$ cat src/core/trace_port_pkg.sv
// shared constants of the trace port control unit
package trace_port_pkg;
	// ***************************************************************
	// register byte addresses
	// ***************************************************************
	localparam logic [31:0] ADDR_PORT_WIDTH = 32'he0040004;
	localparam logic [31:0] ADDR_FLUSH_STATUS = 32'he0040300;
	localparam logic [31:0] ADDR_FLUSH_CONTROL = 32'he0040304;
	localparam logic [31:0] ADDR_COMP_TYPE = 32'he0040fcc;
	// ***************************************************************
	// field positions
	// ***************************************************************
	localparam int BIT_TRIG_MARK = 8;
	localparam int BIT_MAN_FLUSH = 6;
	localparam int BIT_UNSTOPPABLE = 3;
	localparam int BIT_CTL_PIN = 2;
	localparam int BIT_HALTED = 1;
	localparam int BIT_FLUSHING = 0;
	// ***************************************************************
	// codes and reset values
	// ***************************************************************
	localparam logic [1:0] MODE_BYPASS = 2'h0;
	localparam logic [1:0] MODE_CONT = 2'h2;
	localparam logic [1:0] MODE_RESET = 2'h0;
	localparam logic [3:0] MAJOR_MISC = 4'h0;
	localparam logic [3:0] MAJOR_SINK = 4'h1;
	localparam logic [3:0] SUB_OTHER = 4'h0;
	localparam logic [3:0] SUB_PORT = 4'h1;
	localparam logic [1:0] RESP_OKAY = 2'h0;
	localparam logic [1:0] RESP_SLVERR = 2'h2;
	localparam logic [1:0] RESP_DECERR = 2'h3;
	localparam logic [15:0] NULL_WORD = 16'h0000;
	localparam logic [15:0] POSTAMBLE_WORD = 16'h7f00;
	localparam logic [6:0] INSTR_SRC_ID = 7'h01;
	// ***************************************************************
	// timing
	// ***************************************************************
	localparam logic [2:0] DRAIN_CYCLES = 3'h2;
endpackage : trace_port_pkg

$ cat src/core/fmt_if.sv
// control and stream signals between the register side and the formatter engine
`timescale 1ns/1ps
`default_nettype none
interface fmt_if;
	logic [1:0] mode;
	logic trig_mark_en;
	logic flush_start;
	logic flush_done;
	logic stop_req;
	logic halted;
	logic ext_trig;
	logic src_valid;
	logic [6:0] src_id;
	logic [7:0] src_data;
	logic [15:0] word;
	logic word_valid;
	logic word_trig;
	modport ctrl (output mode, trig_mark_en, flush_start, stop_req, ext_trig, src_valid, src_id, src_data,
		input flush_done, halted, word, word_valid, word_trig);
	modport engine (input mode, trig_mark_en, flush_start, stop_req, ext_trig, src_valid, src_id, src_data,
		output flush_done, halted, word, word_valid, word_trig);
endinterface : fmt_if
`default_nettype wire

$ cat src/core/trace_port_unit.sv
// trace port unit: register slave, width selection and formatter control
//
// The implementer's own choice: register access over AXI4-Lite.
`timescale 1ns/1ps
`default_nettype none
// What this block does
// - bit m of the width register marks port width m+1 as current
// - cold reset selects the smallest supported port width
// - type register reports major type in bits 3:0, misc or sink
// - subtype trace port only with sink major; other only with misc
// - trigger marking bit plus trigger input marks a trigger on the port
// - writing one to manual flush starts a flush; hardware clears it
// - bypass mode passes one source unformatted, others dropped
// - continuous mode frames data with trigger marks and null cycles
// - reserved mode codes refused; mode resets to zero, zero without formatter
// - status bit 3 reads one when formatter cannot stop or is absent
// - status bit 2 shows control pin, zero without parallel port
// - halted sets after stop, drain and post-amble; later data ignored
// - halted reads zero without formatter or when it cannot stop
// - only privileged word accesses; unprivileged ones get an error response
// - flush status rises at flush start, falls once prior data is out
module trace_port_unit #(
	parameter logic [31:0] SUPPORTED_WIDTHS = 32'h0000000f,
	parameter bit FORMATTER_PRESENT = 1'b1,
	parameter bit FORMATTER_STOPPABLE = 1'b1,
	parameter bit PARALLEL_PRESENT = 1'b1,
	parameter bit CTL_PIN_PRESENT = 1'b0,
	parameter bit TRIG_MARK_ALWAYS = 1'b0,
	parameter logic [3:0] MAJOR_TYPE = trace_port_pkg::MAJOR_SINK,
	parameter logic [3:0] SUB_TYPE = trace_port_pkg::SUB_PORT
) (
	input wire logic clk_i, // clock
	input wire logic rst_i, // sync reset, high
	input wire logic [31:0] s_axi_awaddr, // write address
	input wire logic [2:0] s_axi_awprot, // write protection
	input wire logic s_axi_awvalid, // write address valid
	output logic s_axi_awready, // write address ready
	input wire logic [31:0] s_axi_wdata, // write data
	input wire logic [3:0] s_axi_wstrb, // write strobes
	input wire logic s_axi_wvalid, // write data valid
	output logic s_axi_wready, // write data ready
	output logic [1:0] s_axi_bresp, // write response
	output logic s_axi_bvalid, // write response valid
	input wire logic s_axi_bready, // write response ready
	input wire logic [31:0] s_axi_araddr, // read address
	input wire logic [2:0] s_axi_arprot, // read protection
	input wire logic s_axi_arvalid, // read address valid
	output logic s_axi_arready, // read address ready
	output logic [31:0] s_axi_rdata, // read data
	output logic [1:0] s_axi_rresp, // read response
	output logic s_axi_rvalid, // read valid
	input wire logic s_axi_rready, // read ready
	input wire logic trace_valid_i, // source byte valid
	input wire logic [6:0] trace_src_i, // source id
	input wire logic [7:0] trace_data_i, // source byte
	input wire logic external_trigger_signal_i, // trigger input
	input wire logic stop_request_i, // formatter stop request
	output logic [31:0] port_width_o, // current width one-hot
	output logic [15:0] trace_word_o, // port word
	output logic trace_word_valid_o, // port word valid
	output logic trace_trig_o // trigger mark
);
	// ***************************************************************
	// configuration checks
	// ***************************************************************
	generate
		if (SUPPORTED_WIDTHS == 32'h0) begin : g_bad_widths
			$error("no supported port width");
		end
		if ((SUB_TYPE == trace_port_pkg::SUB_PORT && MAJOR_TYPE != trace_port_pkg::MAJOR_SINK) ||
			(SUB_TYPE == trace_port_pkg::SUB_OTHER && MAJOR_TYPE != trace_port_pkg::MAJOR_MISC)) begin : g_bad_type
			$error("subtype does not match major type");
		end
	endgenerate

	function automatic logic [31:0] lowest_bit(input logic [31:0] x);
		return x & (~x + 32'h1);
	endfunction : lowest_bit

	function automatic logic legal_mode(input logic [1:0] m);
		return m == trace_port_pkg::MODE_BYPASS || m == trace_port_pkg::MODE_CONT;
	endfunction : legal_mode

	localparam logic [31:0] PW_RESET = lowest_bit(SUPPORTED_WIDTHS);
	localparam bit UNSTOPPABLE = !FORMATTER_PRESENT || !FORMATTER_STOPPABLE;

	fmt_if f ();
	trace_formatter_engine #(
		.STOPPABLE(FORMATTER_PRESENT && FORMATTER_STOPPABLE)
	) u_engine (
		.clk_i(clk_i),
		.rst_i(rst_i),
		.f(f.engine)
	);

	logic [1:0] formatter_mode;
	logic trig_mark_bit;
	logic manual_flush_request;
	logic flush_in_progress;
	logic flush_start;
	logic aw_held;
	logic w_held;
	logic [31:0] aw_addr;
	logic aw_priv;
	logic [31:0] w_data;
	logic [3:0] w_strb;
	logic do_write;

	assign f.mode = formatter_mode;
	assign f.trig_mark_en = trig_mark_bit || TRIG_MARK_ALWAYS;
	assign f.flush_start = flush_start;
	assign f.stop_req = stop_request_i;
	assign f.ext_trig = external_trigger_signal_i;
	assign f.src_valid = trace_valid_i;
	assign f.src_id = trace_src_i;
	assign f.src_data = trace_data_i;
	assign trace_word_o = f.word;
	assign trace_word_valid_o = f.word_valid;
	assign trace_trig_o = f.word_trig;

	// ***************************************************************
	// write channel
	// ***************************************************************
	assign do_write = aw_held && w_held && !s_axi_bvalid;

	always_ff @(posedge clk_i) begin
		if (rst_i) begin
			aw_held <= 1'b0;
			aw_addr <= 32'h0;
			aw_priv <= 1'b0;
			s_axi_awready <= 1'b1;
		end else if (s_axi_awvalid && s_axi_awready) begin
			aw_held <= 1'b1;
			aw_addr <= s_axi_awaddr;
			aw_priv <= s_axi_awprot[0];
			s_axi_awready <= 1'b0;
		end else if (s_axi_bvalid && s_axi_bready) begin
			aw_held <= 1'b0;
			s_axi_awready <= 1'b1;
		end
	end

	always_ff @(posedge clk_i) begin
		if (rst_i) begin
			w_held <= 1'b0;
			w_data <= 32'h0;
			w_strb <= 4'h0;
			s_axi_wready <= 1'b1;
		end else if (s_axi_wvalid && s_axi_wready) begin
			w_held <= 1'b1;
			w_data <= s_axi_wdata;
			w_strb <= s_axi_wstrb;
			s_axi_wready <= 1'b0;
		end else if (s_axi_bvalid && s_axi_bready) begin
			w_held <= 1'b0;
			s_axi_wready <= 1'b1;
		end
	end

	always_ff @(posedge clk_i) begin
		if (rst_i) begin
			s_axi_bvalid <= 1'b0;
			s_axi_bresp <= trace_port_pkg::RESP_OKAY;
		end else if (do_write) begin
			s_axi_bvalid <= 1'b1;
			if (!aw_priv) begin
				s_axi_bresp <= trace_port_pkg::RESP_SLVERR;
			end else if (aw_addr == trace_port_pkg::ADDR_PORT_WIDTH || aw_addr == trace_port_pkg::ADDR_FLUSH_CONTROL ||
				aw_addr == trace_port_pkg::ADDR_FLUSH_STATUS || aw_addr == trace_port_pkg::ADDR_COMP_TYPE) begin
				s_axi_bresp <= trace_port_pkg::RESP_OKAY;
			end else begin
				s_axi_bresp <= trace_port_pkg::RESP_DECERR;
			end
		end else if (s_axi_bready) begin
			s_axi_bvalid <= 1'b0;
		end
	end

	// only privileged full-word writes change state
	logic wr_ok;
	assign wr_ok = do_write && aw_priv && w_strb == 4'hf;

	// ***************************************************************
	// registers
	// ***************************************************************
	always_ff @(posedge clk_i) begin
		if (rst_i) begin
			port_width_o <= PW_RESET;
		end else if (wr_ok && aw_addr == trace_port_pkg::ADDR_PORT_WIDTH) begin
			// one-hot is the writer's duty; value is kept as written
			port_width_o <= w_data;
		end
	end

	always_ff @(posedge clk_i) begin
		if (rst_i) begin
			formatter_mode <= trace_port_pkg::MODE_RESET;
			trig_mark_bit <= 1'b0;
		end else if (wr_ok && aw_addr == trace_port_pkg::ADDR_FLUSH_CONTROL) begin
			if (FORMATTER_PRESENT && legal_mode(w_data[1:0])) begin
				formatter_mode <= w_data[1:0];
			end
			trig_mark_bit <= w_data[trace_port_pkg::BIT_TRIG_MARK];
		end
	end

	always_ff @(posedge clk_i) begin
		if (rst_i) begin
			flush_start <= 1'b0;
		end else begin
			flush_start <= wr_ok && aw_addr == trace_port_pkg::ADDR_FLUSH_CONTROL &&
				w_data[trace_port_pkg::BIT_MAN_FLUSH] && !manual_flush_request;
		end
	end

	// a new flush beats a completion landing in the same cycle
	always_ff @(posedge clk_i) begin
		if (rst_i) begin
			manual_flush_request <= 1'b0;
			flush_in_progress <= 1'b0;
		end else if (flush_start) begin
			manual_flush_request <= 1'b1;
			flush_in_progress <= 1'b1;
		end else if (f.flush_done) begin
			manual_flush_request <= 1'b0;
			flush_in_progress <= 1'b0;
		end
	end

	// ***************************************************************
	// read channel
	// ***************************************************************
	logic rd_is_type;

	always_ff @(posedge clk_i) begin
		if (rst_i) begin
			s_axi_arready <= 1'b1;
			s_axi_rvalid <= 1'b0;
			s_axi_rdata <= 32'h0;
			s_axi_rresp <= trace_port_pkg::RESP_OKAY;
			rd_is_type <= 1'b0;
		end else if (s_axi_arvalid && s_axi_arready) begin
			s_axi_arready <= 1'b0;
			s_axi_rvalid <= 1'b1;
			s_axi_rresp <= trace_port_pkg::RESP_OKAY;
			s_axi_rdata <= 32'h0;
			rd_is_type <= s_axi_araddr == trace_port_pkg::ADDR_COMP_TYPE;
			if (!s_axi_arprot[0]) begin
				s_axi_rresp <= trace_port_pkg::RESP_SLVERR;
			end else begin
				unique case (s_axi_araddr)
					trace_port_pkg::ADDR_PORT_WIDTH: s_axi_rdata <= port_width_o;
					trace_port_pkg::ADDR_FLUSH_CONTROL: begin
						s_axi_rdata[1:0] <= formatter_mode;
						s_axi_rdata[trace_port_pkg::BIT_MAN_FLUSH] <= manual_flush_request;
						s_axi_rdata[trace_port_pkg::BIT_TRIG_MARK] <= trig_mark_bit || TRIG_MARK_ALWAYS;
					end
					trace_port_pkg::ADDR_FLUSH_STATUS: begin
						s_axi_rdata[trace_port_pkg::BIT_UNSTOPPABLE] <= UNSTOPPABLE;
						s_axi_rdata[trace_port_pkg::BIT_CTL_PIN] <= PARALLEL_PRESENT && CTL_PIN_PRESENT;
						s_axi_rdata[trace_port_pkg::BIT_HALTED] <= f.halted && !UNSTOPPABLE;
						s_axi_rdata[trace_port_pkg::BIT_FLUSHING] <= flush_in_progress;
					end
					trace_port_pkg::ADDR_COMP_TYPE: s_axi_rdata[7:0] <= {SUB_TYPE, MAJOR_TYPE};
					default: s_axi_rresp <= trace_port_pkg::RESP_DECERR;
				endcase
			end
		end else if (s_axi_rvalid && s_axi_rready) begin
			s_axi_rvalid <= 1'b0;
			s_axi_arready <= 1'b1;
		end
	end

	// ***************************************************************
	// assertions
	// ***************************************************************
	AST_WIDTH_RESET: assert property (@(posedge clk_i) $fell(rst_i) |-> port_width_o == PW_RESET)
		else $error("port width not at smallest supported after reset");
	AST_WIDTH_WRITE: assert property (@(posedge clk_i) disable iff (rst_i)
		wr_ok && aw_addr == trace_port_pkg::ADDR_PORT_WIDTH |=> port_width_o == $past(w_data))
		else $error("port width write not taken");
	AST_TYPE_PAIR: assert property (@(posedge clk_i) disable iff (rst_i)
		s_axi_rvalid && rd_is_type && s_axi_rresp == trace_port_pkg::RESP_OKAY |->
		s_axi_rdata[3:0] == MAJOR_TYPE && (s_axi_rdata[7:4] != trace_port_pkg::SUB_PORT ||
		s_axi_rdata[3:0] == trace_port_pkg::MAJOR_SINK))
		else $error("component type read wrong");
	AST_TRIG_MARK: assert property (@(posedge clk_i) disable iff (rst_i)
		external_trigger_signal_i && (trig_mark_bit || TRIG_MARK_ALWAYS) |=> trace_trig_o)
		else $error("trigger not marked");
	AST_TRIG_QUIET: assert property (@(posedge clk_i) disable iff (rst_i)
		!external_trigger_signal_i |=> !trace_trig_o)
		else $error("trigger marked without trigger input");
	AST_FLUSH_RISE: assert property (@(posedge clk_i) disable iff (rst_i)
		flush_start |=> flush_in_progress && manual_flush_request ##1 flush_in_progress[*2])
		else $error("flush status not raised and held");
	AST_FLUSH_BOUNDED: assert property (@(posedge clk_i) disable iff (rst_i)
		flush_in_progress[*3] |=> !flush_in_progress)
		else $error("flush status stuck high");
	AST_FLUSH_SELF_CLEAR: assert property (@(posedge clk_i) disable iff (rst_i)
		$fell(manual_flush_request) |-> $fell(flush_in_progress))
		else $error("flush bit and flush status out of step");
	AST_FLUSH_ENDS: assert property (@(posedge clk_i) disable iff (rst_i)
		flush_start ##1 !flush_start[*4] |-> !manual_flush_request)
		else $error("manual flush never cleared");
	AST_MODE_LEGAL: assert property (@(posedge clk_i) disable iff (rst_i)
		legal_mode(formatter_mode) && (FORMATTER_PRESENT || formatter_mode == 2'h0))
		else $error("mode holds a reserved code");
	AST_BYPASS_DROP: assert property (@(posedge clk_i) disable iff (rst_i)
		f.halted == 1'b0 && formatter_mode == trace_port_pkg::MODE_BYPASS && trace_valid_i &&
		trace_src_i != trace_port_pkg::INSTR_SRC_ID |=> !trace_word_valid_o)
		else $error("bypass passed a foreign source");
	AST_UNPRIV_WRITE: assert property (@(posedge clk_i) disable iff (rst_i)
		do_write && !aw_priv |=> s_axi_bvalid && s_axi_bresp == trace_port_pkg::RESP_SLVERR)
		else $error("unprivileged write not refused");
	AST_UNPRIV_READ: assert property (@(posedge clk_i) disable iff (rst_i)
		s_axi_arvalid && s_axi_arready && !s_axi_arprot[0] |=>
		s_axi_rvalid && s_axi_rresp == trace_port_pkg::RESP_SLVERR && s_axi_rdata == 32'h0)
		else $error("unprivileged read not refused");
	// narrow writes are answered but must leave the width and mode registers alone
	AST_NARROW_WRITE: assert property (@(posedge clk_i) disable iff (rst_i)
		do_write && w_strb != 4'hf |=> $stable(port_width_o) && $stable(formatter_mode))
		else $error("narrow write changed a register");
	AST_STATUS_CAPS: assert property (@(posedge clk_i) disable iff (rst_i)
		s_axi_arvalid && s_axi_arready && s_axi_arprot[0] &&
		s_axi_araddr == trace_port_pkg::ADDR_FLUSH_STATUS |=>
		s_axi_rdata[trace_port_pkg::BIT_UNSTOPPABLE] == (!FORMATTER_PRESENT || !FORMATTER_STOPPABLE) &&
		s_axi_rdata[trace_port_pkg::BIT_CTL_PIN] == (PARALLEL_PRESENT && CTL_PIN_PRESENT))
		else $error("status capability bits wrong");
	AST_HALT_ONLY_STOPPABLE: assert property (@(posedge clk_i) disable iff (rst_i)
		f.halted |-> !UNSTOPPABLE && $past(stop_request_i))
		else $error("halted without a stoppable formatter and a stop request");
	AST_POSTAMBLE_FIRST: assert property (@(posedge clk_i) disable iff (rst_i)
		$rose(f.halted) && formatter_mode == trace_port_pkg::MODE_CONT |->
		$past(trace_word_valid_o) && $past(trace_word_o) == trace_port_pkg::POSTAMBLE_WORD)
		else $error("halted before the post-amble went out");
	AST_HALT_IGNORES: assert property (@(posedge clk_i) disable iff (rst_i)
		f.halted |-> !trace_word_valid_o)
		else $error("data passed while halted");

	COV_FLUSH_DONE: cover property (@(posedge clk_i) disable iff (rst_i) $fell(flush_in_progress));
	COV_HALTED: cover property (@(posedge clk_i) disable iff (rst_i) $rose(f.halted));
	COV_TRIGGER: cover property (@(posedge clk_i) disable iff (rst_i) trace_trig_o && trace_word_valid_o);
	COV_BYPASS_WORD: cover property (@(posedge clk_i) disable iff (rst_i)
		formatter_mode == trace_port_pkg::MODE_BYPASS && trace_word_valid_o);
	COV_POSTAMBLE: cover property (@(posedge clk_i) disable iff (rst_i)
		trace_word_valid_o && trace_word_o == trace_port_pkg::POSTAMBLE_WORD);
endmodule : trace_port_unit
`default_nettype wire

$ cat src/core/trace_formatter_engine.sv
// formatter engine: bypass or continuous framing, flush drain, stop and post-amble
`timescale 1ns/1ps
`default_nettype none
module trace_formatter_engine #(
	parameter bit STOPPABLE = 1'b1
) (
	input wire logic clk_i, // clock
	input wire logic rst_i, // sync reset
	fmt_if.engine f // control and stream
);
	typedef enum logic [1:0] {RUN, DRAIN, POST, HALT} phase_e;
	phase_e phase;
	logic [2:0] flush_cnt;
	logic [2:0] stop_cnt;

	// ***************************************************************
	// output word
	// ***************************************************************
	always_ff @(posedge clk_i) begin
		if (rst_i) begin
			f.word <= trace_port_pkg::NULL_WORD;
			f.word_valid <= 1'b0;
		end else if (phase == POST) begin
			// a raw stream carries no framing, so no post-amble either
			f.word <= trace_port_pkg::POSTAMBLE_WORD;
			f.word_valid <= f.mode == trace_port_pkg::MODE_CONT;
		end else if (phase == HALT) begin
			// data after the stop is dropped
			f.word_valid <= 1'b0;
		end else if (f.mode == trace_port_pkg::MODE_CONT) begin
			f.word <= f.src_valid ? {1'b0, f.src_id, f.src_data} : trace_port_pkg::NULL_WORD;
			f.word_valid <= 1'b1;
		end else begin
			f.word <= {8'h00, f.src_data};
			f.word_valid <= f.src_valid && (f.src_id == trace_port_pkg::INSTR_SRC_ID);
		end
	end

	always_ff @(posedge clk_i) begin
		if (rst_i) begin
			f.word_trig <= 1'b0;
		end else begin
			f.word_trig <= f.ext_trig && f.trig_mark_en;
		end
	end

	// ***************************************************************
	// flush drain
	// ***************************************************************
	always_ff @(posedge clk_i) begin
		if (rst_i) begin
			flush_cnt <= 3'h0;
			f.flush_done <= 1'b0;
		end else begin
			f.flush_done <= (flush_cnt == 3'h1) && !f.flush_start;
			if (f.flush_start) begin
				flush_cnt <= trace_port_pkg::DRAIN_CYCLES;
			end else if (flush_cnt != 3'h0) begin
				flush_cnt <= flush_cnt - 3'h1;
			end
		end
	end

	// ***************************************************************
	// stop sequence
	// ***************************************************************
	always_ff @(posedge clk_i) begin
		if (rst_i) begin
			phase <= RUN;
			stop_cnt <= 3'h0;
			f.halted <= 1'b0;
		end else begin
			unique case (phase)
				RUN: begin
					// either mode may stop, so the mode can be changed while halted
					if (STOPPABLE && f.stop_req) begin
						phase <= DRAIN;
						stop_cnt <= trace_port_pkg::DRAIN_CYCLES;
					end
				end
				DRAIN: begin
					stop_cnt <= stop_cnt - 3'h1;
					if (stop_cnt == 3'h1) begin
						phase <= POST;
					end
				end
				POST: begin
					phase <= HALT;
				end
				HALT: begin
					// in continuous mode the flag rises only once the post-amble word has left the port
					f.halted <= f.stop_req;
					if (!f.stop_req) begin
						phase <= RUN;
					end
				end
			endcase
		end
	end
endmodule : trace_formatter_engine
`default_nettype wire

$ cat config.mk
export PLATFORM = sky130hd
export DESIGN_NAME = trace_port_unit
export DESIGN_NICKNAME = d
export VERILOG_FILES = /design/src/core/trace_port_pkg.sv /design/src/core/fmt_if.sv /design/src/core/trace_port_unit.sv /design/src/core/trace_formatter_engine.sv
export SDC_FILE = /design/constraint.sdc
export NUM_CORES = 1
export LEC_CHECK = 0
export ABC_AREA = 0
export BUFFER_PORTS_ARGS = -buffer_cell sky130_fd_sc_hd__buf_2
export CAP_MARGIN = 25
export CORE_ASPECT_RATIO = 0.75
export CORE_UTILIZATION = 45
export DETAILED_ROUTE_END_ITERATION = 7
export GPL_TIMING_DRIVEN = 0
export PLACE_DENSITY = 0.82
export SYNTH_ARGS = -nofsm -noshare
export SYNTH_HDL_FRONTEND = slang
export SYNTH_HIERARCHICAL = 1
export SYNTH_SLANG_ARGS = --single-unit
export TNS_END_PERCENT = 20
$ cat constraint.sdc
create_clock -name clk_i -period 4.98 [get_ports clk_i]
set_clock_uncertainty 0.05 [all_clocks]
set_input_delay 0.996 -clock clk_i [delete_from_list [all_inputs] [get_ports clk_i]]
set_output_delay 0.996 -clock clk_i [all_outputs]
set_load 0.03 [all_outputs]
# After elaboration in Yosys (flattened, before gate mapping)
# Index checks and enable logic that the tools add are counted.
dict set report totals {
  ff_bits 177
  input_bits 131
  output_inout_bits 91
  word_cells 132
}
dict set report classes {
  n_addsub 2
  n_eq_ne 21
  muxes 41
  reduce_logical 39
}
# cell n
set op_table {}
lappend op_table {{$eq A32 B32 Y1 const B} 8}
lappend op_table {{$mux W15} 4}
lappend op_table {{$mux W32} 1}
lappend op_table {{$mux W23} 1}
lappend op_table {{$mux W2} 10}
lappend op_table {{$mux W1} 18}
lappend op_table {{$logic_and A1 B1 Y1} 16}
lappend op_table {{$pmux W2 S4} 2}
lappend op_table {{$reduce_bool A2 Y1} 7}
lappend op_table {{$eq A2 B2 Y1 const B} 4}
lappend op_table {{$eq A7 B1 Y1 const B} 1}
lappend op_table {{$eq A3 B1 Y1 const B} 2}
lappend op_table {{$pmux W3 S2} 1}
lappend op_table {{$sub A3 B1 Y3 const B} 2}
lappend op_table {{$eq A4 B4 Y1 const B} 1}
lappend op_table {{$logic_not A2 Y1} 2}
lappend op_table {{$logic_or A1 B1 Y1} 4}
lappend op_table {{$ne A2 B1 Y1 const B} 2}
lappend op_table {{$ne A2 B2 Y1 const B} 2}
lappend op_table {{$pmux W1 S2} 2}
lappend op_table {{$pmux W2 S2} 1}
lappend op_table {{$reduce_and A2 Y1} 2}
lappend op_table {{$reduce_or A2 Y1} 2}
lappend op_table {{$reduce_or A4 Y1} 1}
lappend op_table {{5 further kinds} 7}

# Logic depth before layout (Yosys ltp)
# Gate-level depths: netlist of the first run.
dict set report logic_depth {
  depth_word 7
  ltp_mapped 6
  mapped_depth_nobuf 5
}

# By module
# Netlist of the first run, hierarchy kept.
# module instances cells_each area_each_um2 seq_area_each_um2
set by_module_without_submodules {}
lappend by_module_without_submodules {trace_port_unit 1 676 5796.8 2982.9}
lappend by_module_without_submodules {trace_formatter_engine 1 144 1312.5 540.5}

# Worst setup path after synthesis of the first run
# Ideal clock, no wire load.
dict set report synth_path {
  path_kind {input-to-reg}
  start {in s_axi_araddr[20]}
  end {reg s_axi_rdata[21]}
  setup_ns 0.067
  arrival_time_ns 2.219
  required_time_ns 4.863
  setup_slack_ns 2.644
  path_stages 6
  n_path_buf 2
  cell_sequence {nor4_2 > nand4_2 > or3_4 > buf_6 > buf_12 > o21ai_2}
}
dict set report synth_via {
  elab_chain_cells 3
}
# item line_no
set synth_lines {}
lappend synth_lines {{start: declaration} trace_port_unit.sv:45} ;# input wire logic [31:0] s_axi_araddr,
lappend synth_lines {{$eq A32 B32 Y1} trace_port_unit.sv:251} ;# unique case (s_axi_araddr)
lappend synth_lines {{$mux W23} trace_port_unit.sv:251}
lappend synth_lines {{$mux W32} trace_port_unit.sv:248} ;# if (!s_axi_arprot[0]) begin
lappend synth_lines {{end signal: assignment} trace_port_unit.sv:252} ;# trace_port_pkg::ADDR_PORT_WIDTH: s_axi_rdata <= port_width_o;
lappend synth_lines {{end signal: indexed assignment} trace_port_unit.sv:255} ;# s_axi_rdata[trace_port_pkg::BIT_MAN_FLUSH] <= manual_flush_request;
lappend synth_lines {{end signal: indexed assignment} trace_port_unit.sv:256} ;# s_axi_rdata[trace_port_pkg::BIT_TRIG_MARK] <= trig_mark_bit || TRIG_MARK_ALWAYS;
lappend synth_lines {{end: declaration} trace_port_unit.sv:49} ;# output logic [31:0] s_axi_rdata,
# No other way between the ends.
# A chain may end at the register's enable or synchronous reset.

==> results of run 1 <==
## path summary, 6_finish.rpt
kind | start | to | slack [ns] | cells past startpoint
worst max register to register | aw_addr[6] | f.trig_mark_en | 2.94 | 4
worst max-delay path | rst_i | s_axi_bresp[1] | 2.21 | 7
worst min-delay path | w_data[19] | port_width_o[19] | 0.40 | 2
worst min register to register | w_data[19] | port_width_o[19] | 0.40 | 2
## area by class of cell
type                    instances  area, sq um  share of cell area (%)
clock buffers                  20          457                    5.03
repair buffers                216         1080                    11.9
inverters                      16         60.1                   0.661
multi-input cells             575         3250                    35.8
plain buffers                  53          273                    3.00
clock inverters                12          181                    2.00
flip-flops and latches        176         3520                    38.8
well taps                     205          256                    2.82
## sequential cells by signal, summed over array words and instances (netlist names), 3 cells and up
name	flops
aw_addr	32
port_width_o	32
s_axi_rdata	32
u_engine/f.word	15
u_engine/flush_cnt	3
u_engine/stop_cnt	3
w_data	32
w_strb	4
## cell families after synthesis
kind of cell             share of synthesized area [%]
flip-flops                                        49.6
other                                           0.0527
XOR/XNOR                                         0.123
adder cells (fa/ha/maj)                           1.41
multiplexers                                      5.63
buffers and inverters                             4.68
AND/OR/NAND/NOR                                   25.0
AO/OA/AOI/OAI                                     13.5
## power breakdown
part           switching, mW  internal (mW)  leakage [nW]
sequential            0.0624           1.50          1.43
clock                  0.557          0.871         0.305
combinational          0.332          0.200          2.01
total                  0.952           2.57          3.75
## placed cells by master (no fill, tap or decap), drive strengths merged, types with 5 or more instances in the layout
| cell type | netlist | final |
|---|---|---|
| a21oi | 94 | 94 |
| a221oi | 10 | 10 |
| and2 | 5 | 5 |
| and4b | 5 | 5 |
| buf | 22 | 238 |
| clkbuf | 31 | 51 |
| dfxtp | 176 | 176 |
| ha | 8 | 8 |
| inv | 16 | 18 |
| mux2i | 40 | 40 |
| nand2 | 235 | 235 |
| nand2b | 10 | 10 |
| nand3 | 38 | 38 |
| nand3b | 11 | 11 |
| nand4 | 6 | 6 |
| nor2 | 17 | 17 |
| nor4 | 10 | 10 |
| nor4b | 7 | 7 |
| o21ai | 35 | 35 |
## metal layers
layer / part of all wire [%] / vias up
li1: - / 3287
met5: 0 / -
met3: 7.3 / 22
met1: 45 / 3143
met2: 47 / 231
met4: 0.96 / 0
## per-stage QoR
stage                     hold WS (ns)  instance area [sq um]  setup slack, ns  utilization [%]  power (mW)
after global routing             0.429                   9080             2.10             59.3        3.67
after floorplan                  0.373                   7110             2.64                -        1.94
final                            0.404                   9080             2.21             59.3        3.52
after global placement           0.392                   8450             1.82             55.1        2.10
after CTS                        0.406                   9080             2.22             59.3        3.55
after detailed placement         0.397                   8450             1.77             55.1        2.12
## critical path: stages
cell and delay [ns]:
buf_2 0.13, clkbuf_1 0.34, inv_1 0.30, clkbuf_1 0.40, clkbuf_1 0.57, o21ai_0 0.19
a21oi_1 0.15
## cells in the mapped netlist, drive strengths merged, types with 11 or more instances
cell type and count:
nand2 235, dfxtp 176, a21oi 94, mux2i 40
nand3 38, o21ai 35, clkbuf 31, buf 22
nor2 17, inv 16, nand3b 11
==> reports/qor.yml, run 1 <==
grt:
  grt-ovfl-total: 0
  gr-usage-all-layers_pct: 25.1
  grt_max_degree: 17
  met3_usage_pct: 7.16
  use_met2_pct: 41.8
  grt_pass1_wl_um: 32200
  busiest_layer: "met2"
  antenna_found_initial: 1
  met1_usage_pct: 31.8
  grt_pass1_vias: 6424
clock_tree:
  clock-root-buffer: "clkbuf_16"
  clk_pin_slew_worst_paths_ns: 0.07
  post_cts_buffers: 0
  cts_buffers: 17
  insertion_delay_ns: 0.42
  cts_buffer_depth: 2
  clock-sinks: 176
  cts_hold_buf: 0
  cts_max_level: 4
  cts_tree: "built"
  cts_resized: 0
synth:
  synthTopCellsByArea: "dfxtp_1 (50%), nand2_1 (12%), a21oi_1 (6.5%)"
  postSynthCellCount: 820
  syn-num-nets: 959
  yosysWarnings: 6
  ys_seq_area_share_pct: 49.6
  ys_ff_latch: 176
  netlist_area_sq_um: 7110
  avgSynthCellArea_sq_um: 8.67
  synth.distinct_cells: 59
  synthFlopType: "dfxtp_1"
  synthArstFlopShare_pct: 0
  synth_top_area_share_pct: 49.6
  synth_top_area_cell: "dfxtp_1"
  synth_edf_count: 0
cells_and_area:
  syn_to_final_growth_pct: 27.8
  fin_nets: 1194
  layout-drive-gt1-share_pct: 27.2
  antenna_cells: 0
  final.fill_count: 1380
  fin_cells: 1273
timing:
  slew_violations: 0
  hold_violations: 0
  max_slew_margin_pct: 49.9
  fin_crit_ns: 2.77
  rsz0062_at_grt: "false"
  setup-violations-final: 0
  post-route-period-util_pct: 55.6
  fmax_ghz: 0.361
  tns_ns: 0
  worst_pin_slew_ns: 0.751
floorplan:
  initial_core_util_pct: 46.4
  die_h_um: 111
  dieArea_sq_um: 16300
  core_area_sq_um: 15300
  die_x_um: 147
  rows: 39
  ioPinCount: 222
route:
  first_iter_violations: 398
  first_pass_iters: 7
  num_vias: 6683
  drc_errors: 0
  wirelength_um: 20300
  wl_per_cell_um: 15.9
  final_antenna_net_count: 0
  post_drt_via_cell_ratio: 5.25
worst_setup_path:
  cp-start-kind: "input pin"
  cp.arrival_ns: 3.07
  cp-end-kind: "register"
  crit_fanout: 10
  worstSetupPathType: "input pin to register"
  required_ns: 5.28
placed_design:
  dp_hpwl_um: 15000
  placed_cells: 1241
  place_congestion: 0.857
  port_buffers: 216
run_status:
  status: "finished clean"
min_path:
  hp-class: "register to register"
power:
  vdd_ir_drop_max_mv: 0.231
  power.leakage_nw: 3.75
  power.density_nw_per_um2: 388
flow_run:
  drv_cap: 0
No activity file was read; power rests on OpenSTA's default activity.
==> run 2, diff against run 1 <==
- ABC_AREA: 0 -> 1
- clock period: 4.98 -> 2.7 ns (I/O delays scaled with it)
==> run 2 against run 1 <==
  * Die area increased by 0.47%
  * Clock power increased by 72%
  * Final area decreased by 0.23%
  * Largest cell class unchanged
  * Combinational power increased by 110%
  * Largest power group unchanged
  * First-iteration DRC count increased by 13%
  * Utilization decreased by 0.33 points
  * Sequential share of layout area increased by 0.091 points
  * Register-to-register slack got worse by 2.1 ns
  * Flip-flop and latch count unchanged
  * Final cell count increased by 12%
==> reports/qor.yml, run 2 <==
flow_run:
  drv_cap: 0
power:
  p_switching_mw: 1.92
  power_frac_seq_pct: 45.1
  switching_share_pct: 29.7
  power.leakage_nw: 4.15
  vdd_ir_drop_max_mv: 0.383
  power.density_nw_per_um2: 716
  power.share.clock_pct: 37.9
  p_int_mw: 4.56
  combPwrFrac_pct: 17.0
clock_tree:
  cts_max_level: 4
  cts_resized: 0
  post_cts_buffers: 0
  insertion_delay_ns: 0.43
  clock-sinks: 176
  cts_buffer_depth: 2
  clk_pin_slew_worst_paths_ns: 0.07
  cts_tree: "built"
  clock-root-buffer: "clkbuf_16"
  cts_buffers: 17
  cts_hold_buf: 0
floorplan:
  ioPinCount: 222
  dieArea_sq_um: 16400
  core_area_sq_um: 15400
  rows: 39
  initial_core_util_pct: 46.5
  die_h_um: 111
  die_x_um: 147
synth:
  yosysMostFrequentCell: "nor2_1"
  avgSynthCellArea_sq_um: 7.36
  synthAdderAreaFrac_pct: 1.40
  ys_ff_latch: 176
  synth_common_cells: "nor2_1 (233), dfxtp_1 (176), nand2_1 (150)"
  postSynthCellCount: 971
  synthTopCellsByArea: "dfxtp_1 (49%), nor2_1 (12%), nand2_1 (7.9%)"
  synth_edf_count: 0
  synth_top_area_cell: "dfxtp_1"
  yosysWarnings: 6
  synth_top_area_share_pct: 49.3
  synth_compound_area_share_pct: 15.3
  ys_seq_area_share_pct: 49.3
  syn-num-nets: 1110
  synth_top_family_by_area: "simple AND/OR/NAND/NOR gates"
  synthArstFlopShare_pct: 0
  netlist_area_sq_um: 7140
  synth.distinct_cells: 35
  synthXorXnorAreaFrac_pct: 0
  synth_mux_area_share_pct: 0
  yosys.area_share.simple_pct: 26.6
  synthFlopType: "dfxtp_1"
worst_setup_path:
  rrSetupSlack_ns: 0.87
  cpLargestDelayFamily: "simple AND/OR/NAND/NOR gates"
  cpMostUsedCell: "nor2_1"
  critPathBufInv: 1
  worstSetupPathType: "register to register"
  slowest_delay_ns: 0.37
  required_ns: 2.96
  cpMaxStageDelayCell: "dfxtp_1"
  cp-end-kind: "register"
  cp-start-kind: "register"
  crit_chain: "nand2_1 -> nor2_1 -> nand2_1 -> nor2_1 -> nand3_2 -> buf_2 -> o21ai_1 -> nor2_1"
  crit_fanout: 10
  cp.arrival_ns: 2.09
grt:
  grt_pass1_vias: 6628
  busiest_layer: "met2"
  grt_pass1_wl_um: 32500
  met3_usage_pct: 5.56
  grt-ovfl-total: 0
  antenna_found_initial: 2
  met1_usage_pct: 33.8
  grt_max_degree: 17
  use_met2_pct: 39.9
  gr-usage-all-layers_pct: 25.1
route:
  wirelength_um: 19800
  wl_per_cell_um: 13.9
  first_pass_iters: 5
  drc_errors: 0
  first_iter_violations: 449
  final_antenna_net_count: 0
  num_vias: 7103
  post_drt_via_cell_ratio: 4.98
cells_and_area:
  syn_to_final_growth_pct: 26.9
  layout-drive-gt1-share_pct: 25.1
  layout_commonest_cell: "nor2_1"
  layout_common_cells: "nor2_1 (233), buf_2 (221), dfxtp_1 (176)"
  fin_nets: 1344
timing:
  max_slew_margin_pct: 60.0
  fin_ws_ns: 0.873
  post-route-period-util_pct: 67.7
  worst_pin_slew_ns: 0.600
  tns_ns: 0
  rsz0062_at_grt: "false"
  setup-violations-final: 0
  fin_crit_ns: 1.83
  fmax_ghz: 0.547
  slew_violations: 0
  hold_violations: 0
placed_design:
  dp_hpwl_um: 14900
  pre_cts_slack_ns: 0.572
  place_congestion: 0.880
  port_buffers: 215
min_path:
  hp-class: "input pin to register"
run_status:
  status: "finished clean"
[run 2: stage by stage]
step           area [sq um]  util [%]  std cells  hold slack [ns]  total power, mW
2_1_floorplan          7140         -        971            0.360             3.73
3_3_place_gp           8480      55.1       1391            0.381             4.04
3_5_place_dp           8480      55.1       1391            0.386             4.08
4_1_cts                9060      58.9       1423            0.274             6.51
5_1_grt                9060      58.9       1424            0.290             6.81
6_report               9060      59.0       1425            0.285             6.49
[run 2: layout make-up]
type	count	area, sq um
Multi-Input combinational cell	674	3090
Clock inverter	13	150
Fill cell	1481	6310
Buffer	47	245
Tap cell	205	256
Inverter	74	282
Timing Repair Buffer	215	1080
Antenna cell	2	5.00
Clock buffer	19	433
Sequential cell	176	3520
[run 2: routing by layer]
metal  wire length [um]  part of all wire, %
met1               8910                   45
met2               8910                   45
met3               1590                  8.1
met4                352                  1.8
met5                  0                    0
[run 2: worst paths after layout]
kind | start | end | cells after the start
hold / removal | external_trigger_signal_i | u_engine/f.word_trig | 3
hold reg to reg | aw_addr[12] | aw_addr[12] | 2
setup reg to reg | aw_held | port_width_o[9] | 8
setup / recovery | aw_held | port_width_o[9] | 8
[run 2: logic make-up after synthesis]
kind of cell               count (synthesis)
adders and majority gates                  8
AOI/OAI and AO/OA                        210
buffers and inverters                    121
DFF                                      176
other                                      1
and+or+nand+nor                          455
[run 2: tightest hold or removal path, stage by stage]
cell and delay, ns:
buf_2 0.09, nand2_1 0.05, nor2_1 0.04
[run 2: power groups by stage]
stage	Clock (mW)	Sequential [mW]	Combinational, mW
after CTS	2.48	2.93	1.10
after detailed placement	0	2.98	1.09
final	2.46	2.93	1.10
after global placement	0	2.97	1.07
after floorplan	0	3.10	0.623
after global routing	2.61	2.95	1.24
==> run 3, diff against run 2 <==
- clock period: 2.7 -> 1.75 ns (I/O delays scaled with it)
==> run 3 against run 2 <==
  * Hold slack lost 0.19 ns
  * Largest cell class unchanged
  * Die area did not move
  * Flip-flop and latch count is the same
  * Fmax up 9.4%
  * Clock power up 54%
  * Utilization increased by 0.59 points
  * Clock-buffer cell count did not move
  * Via count about the same
  * First-iteration DRC count is 16% lower
  * Final cell count unchanged
  * Largest power group unchanged
  * Combinational power is 56% higher
==> reports/qor.yml, run 3 (synthesized netlist as in run 2, its figures left out) <==
power:
  p_int_mw: 7.05
  power.density_nw_per_um2: 1100
  p_switching_mw: 2.98
  power_frac_seq_pct: 45.1
  switching_share_pct: 29.7
  vdd_ir_drop_max_mv: 0.594
  power.leakage_nw: 4.18
  combPwrFrac_pct: 17.2
  power.share.clock_pct: 37.7
route:
  first_pass_iters: 5
  drc_errors: 0
  final_antenna_net_count: 0
  wirelength_um: 19900
  post_drt_via_cell_ratio: 4.99
  wl_per_cell_um: 14.0
  num_vias: 7106
  first_iter_violations: 375
cells_and_area:
  postLayoutCoreUtil_pct: 59.6
  syn_to_final_growth_pct: 28.2
  fin_nets: 1345
  final.fill_count: 1465
  layout_commonest_cell: "nor2_1"
  post-route-cell-area_sq_um: 9160
  layout-drive-gt1-share_pct: 25.8
  layout_common_cells: "nor2_1 (231), buf_2 (216), dfxtp_1 (175)"
placed_design:
  port_buffers: 215
  placed_area_sq_um: 8480
  place_congestion: 0.880
  dp_hpwl_um: 14900
floorplan:
  ioPinCount: 222
  die_x_um: 147
  initial_core_util_pct: 46.5
  die_h_um: 111
  rows: 39
  dieArea_sq_um: 16400
  core_area_sq_um: 15400
grt:
  grt-ovfl-total: 0
  grt_pass1_vias: 6631
  grt_pass1_wl_um: 32500
  gr-usage-all-layers_pct: 25.1
  grt_max_degree: 17
  antenna_found_initial: 2
worst_setup_path:
  rrSetupSlack_ns: 0.08
  cp-start-kind: "register"
  crit_fanout: 10
  required_ns: 2.01
  worstSetupPathType: "register to register"
  timing.rr.end: "port_width_o[9]"
  r2r_cells: 6
  cp-end-kind: "register"
  cp-startpoint: "aw_addr[10]"
  endpoint: "port_width_o[9]"
  reg2reg_from: "aw_addr[10]"
  cp.arrival_ns: 1.93
flow_run:
  drv_cap: 0
min_path:
  hp-class: "input pin to register"
  hold_path.startpoint: "external_trigger_signal_i"
clock_tree:
  insertion_delay_ns: 0.43
  cts_max_level: 4
  cts_hold_buf: 0
  clock-root-buffer: "clkbuf_16"
  clock-sinks: 176
  cts_tree: "built"
  cts_buffers: 17
  cts_buffer_depth: 2
  clk_pin_slew_worst_paths_ns: 0.07
timing:
  fmax_ghz: 0.599
  holdWs_ns: 0.0953
  tns_ns: 0
  hold_violations: 0
  setup-violations-final: 0
  fin_crit_ns: 1.67
  max_slew_margin_pct: 58.9
  slew_violations: 0
  post-route-period-util_pct: 95.4
  worst_pin_slew_ns: 0.616
run_status:
  status: "finished clean"
-- run 3: changes by cell type in the layout (fill, tap and decap cells not counted), moves of 2 or more --
cell      previous run  this run
buf_6                4         7
buf_2              221       216
nor3_2               2         0
clkbuf_4             0         2
nand2_1            150       148
nor2_4               6         9
nor2_1             233       231
nor3_4               0         2
-- run 3: worst min-delay path by stage --
stage / slack, ns / to / cells after the start
final: 0.1 / u_engine/f.word_trig / 3
after global routing: 0.10 / w_data[9] / 3
after CTS: 0.08 / u_engine/f.word_trig / 3
after detailed placement: 0.39 / aw_addr[12] / 2
after global placement: 0.38 / aw_addr[12] / 2
after floorplan: 0.36 / u_engine/f.word_trig / 2
-- run 3: power by group through the flow --
stage	registers [mW]	clock network, mW	logic, mW
5_1_grt	4.56	4.03	1.94
3_3_place_gp	4.59	0	1.64
4_1_cts	4.51	3.82	1.70
6_report	4.52	3.78	1.72
2_1_floorplan	4.79	0	0.961
3_5_place_dp	4.60	0	1.69
-- run 3: layout make-up --
type | instances | area (sq um) | area share (%)
inverter | 74 | 287 | 3.13
clock inverter | 13 | 150 | 1.64
tap | 205 | 256 | 2.80
timing repair buffer | 216 | 1080 | 11.8
sequential | 176 | 3520 | 38.5
antenna | 1 | 2.50 | 0.0273
clock buffer | 19 | 433 | 4.73
multi-input combinational | 674 | 3150 | 34.4
buffer | 47 | 270 | 2.95
-- run 3: repair_timing --
| item | in CTS | in global routing |
|---|---|---|
| gates resized for setup | 2 | 26 |
| pin swaps | 0 | 2 |
| setup buffers | 0 | 1 |
| endpoints found under the hold margin | 0 | 0 |
| endpoints found under the setup margin | 31 | 61 |
-- run 3: per-layer routing --
layer / GRT usage, % / up-vias / routed length (um)
met5: 0 / - / 12
met4: 8.18 / 2 / 339
met3: 5.56 / 24 / 1500
met2: 39.9 / 244 / 9100
met1: 33.8 / 3236 / 9000
li1: - / 3600 / -
-- run 3: worst max-delay path, cell delays in order (launching register included) --
cell and delay, ns:
dfxtp_1 0.32, or2_1 0.31, nor3_4 0.27, nand3_4 0.18, buf_6 0.19, o21ai_1 0.17, nor2_1 0.06
-- run 3: per-stage QoR --
step	total power, mW	instances	setup slack, ns
2_1_floorplan	5.75	971	0.205
3_3_place_gp	6.23	1391	-0.145
3_5_place_dp	6.29	1391	-0.188
4_1_cts	10.0	1423	0.00163
5_1_grt	10.5	1425	-0.0214
6_report	10.0	1425	0.0804
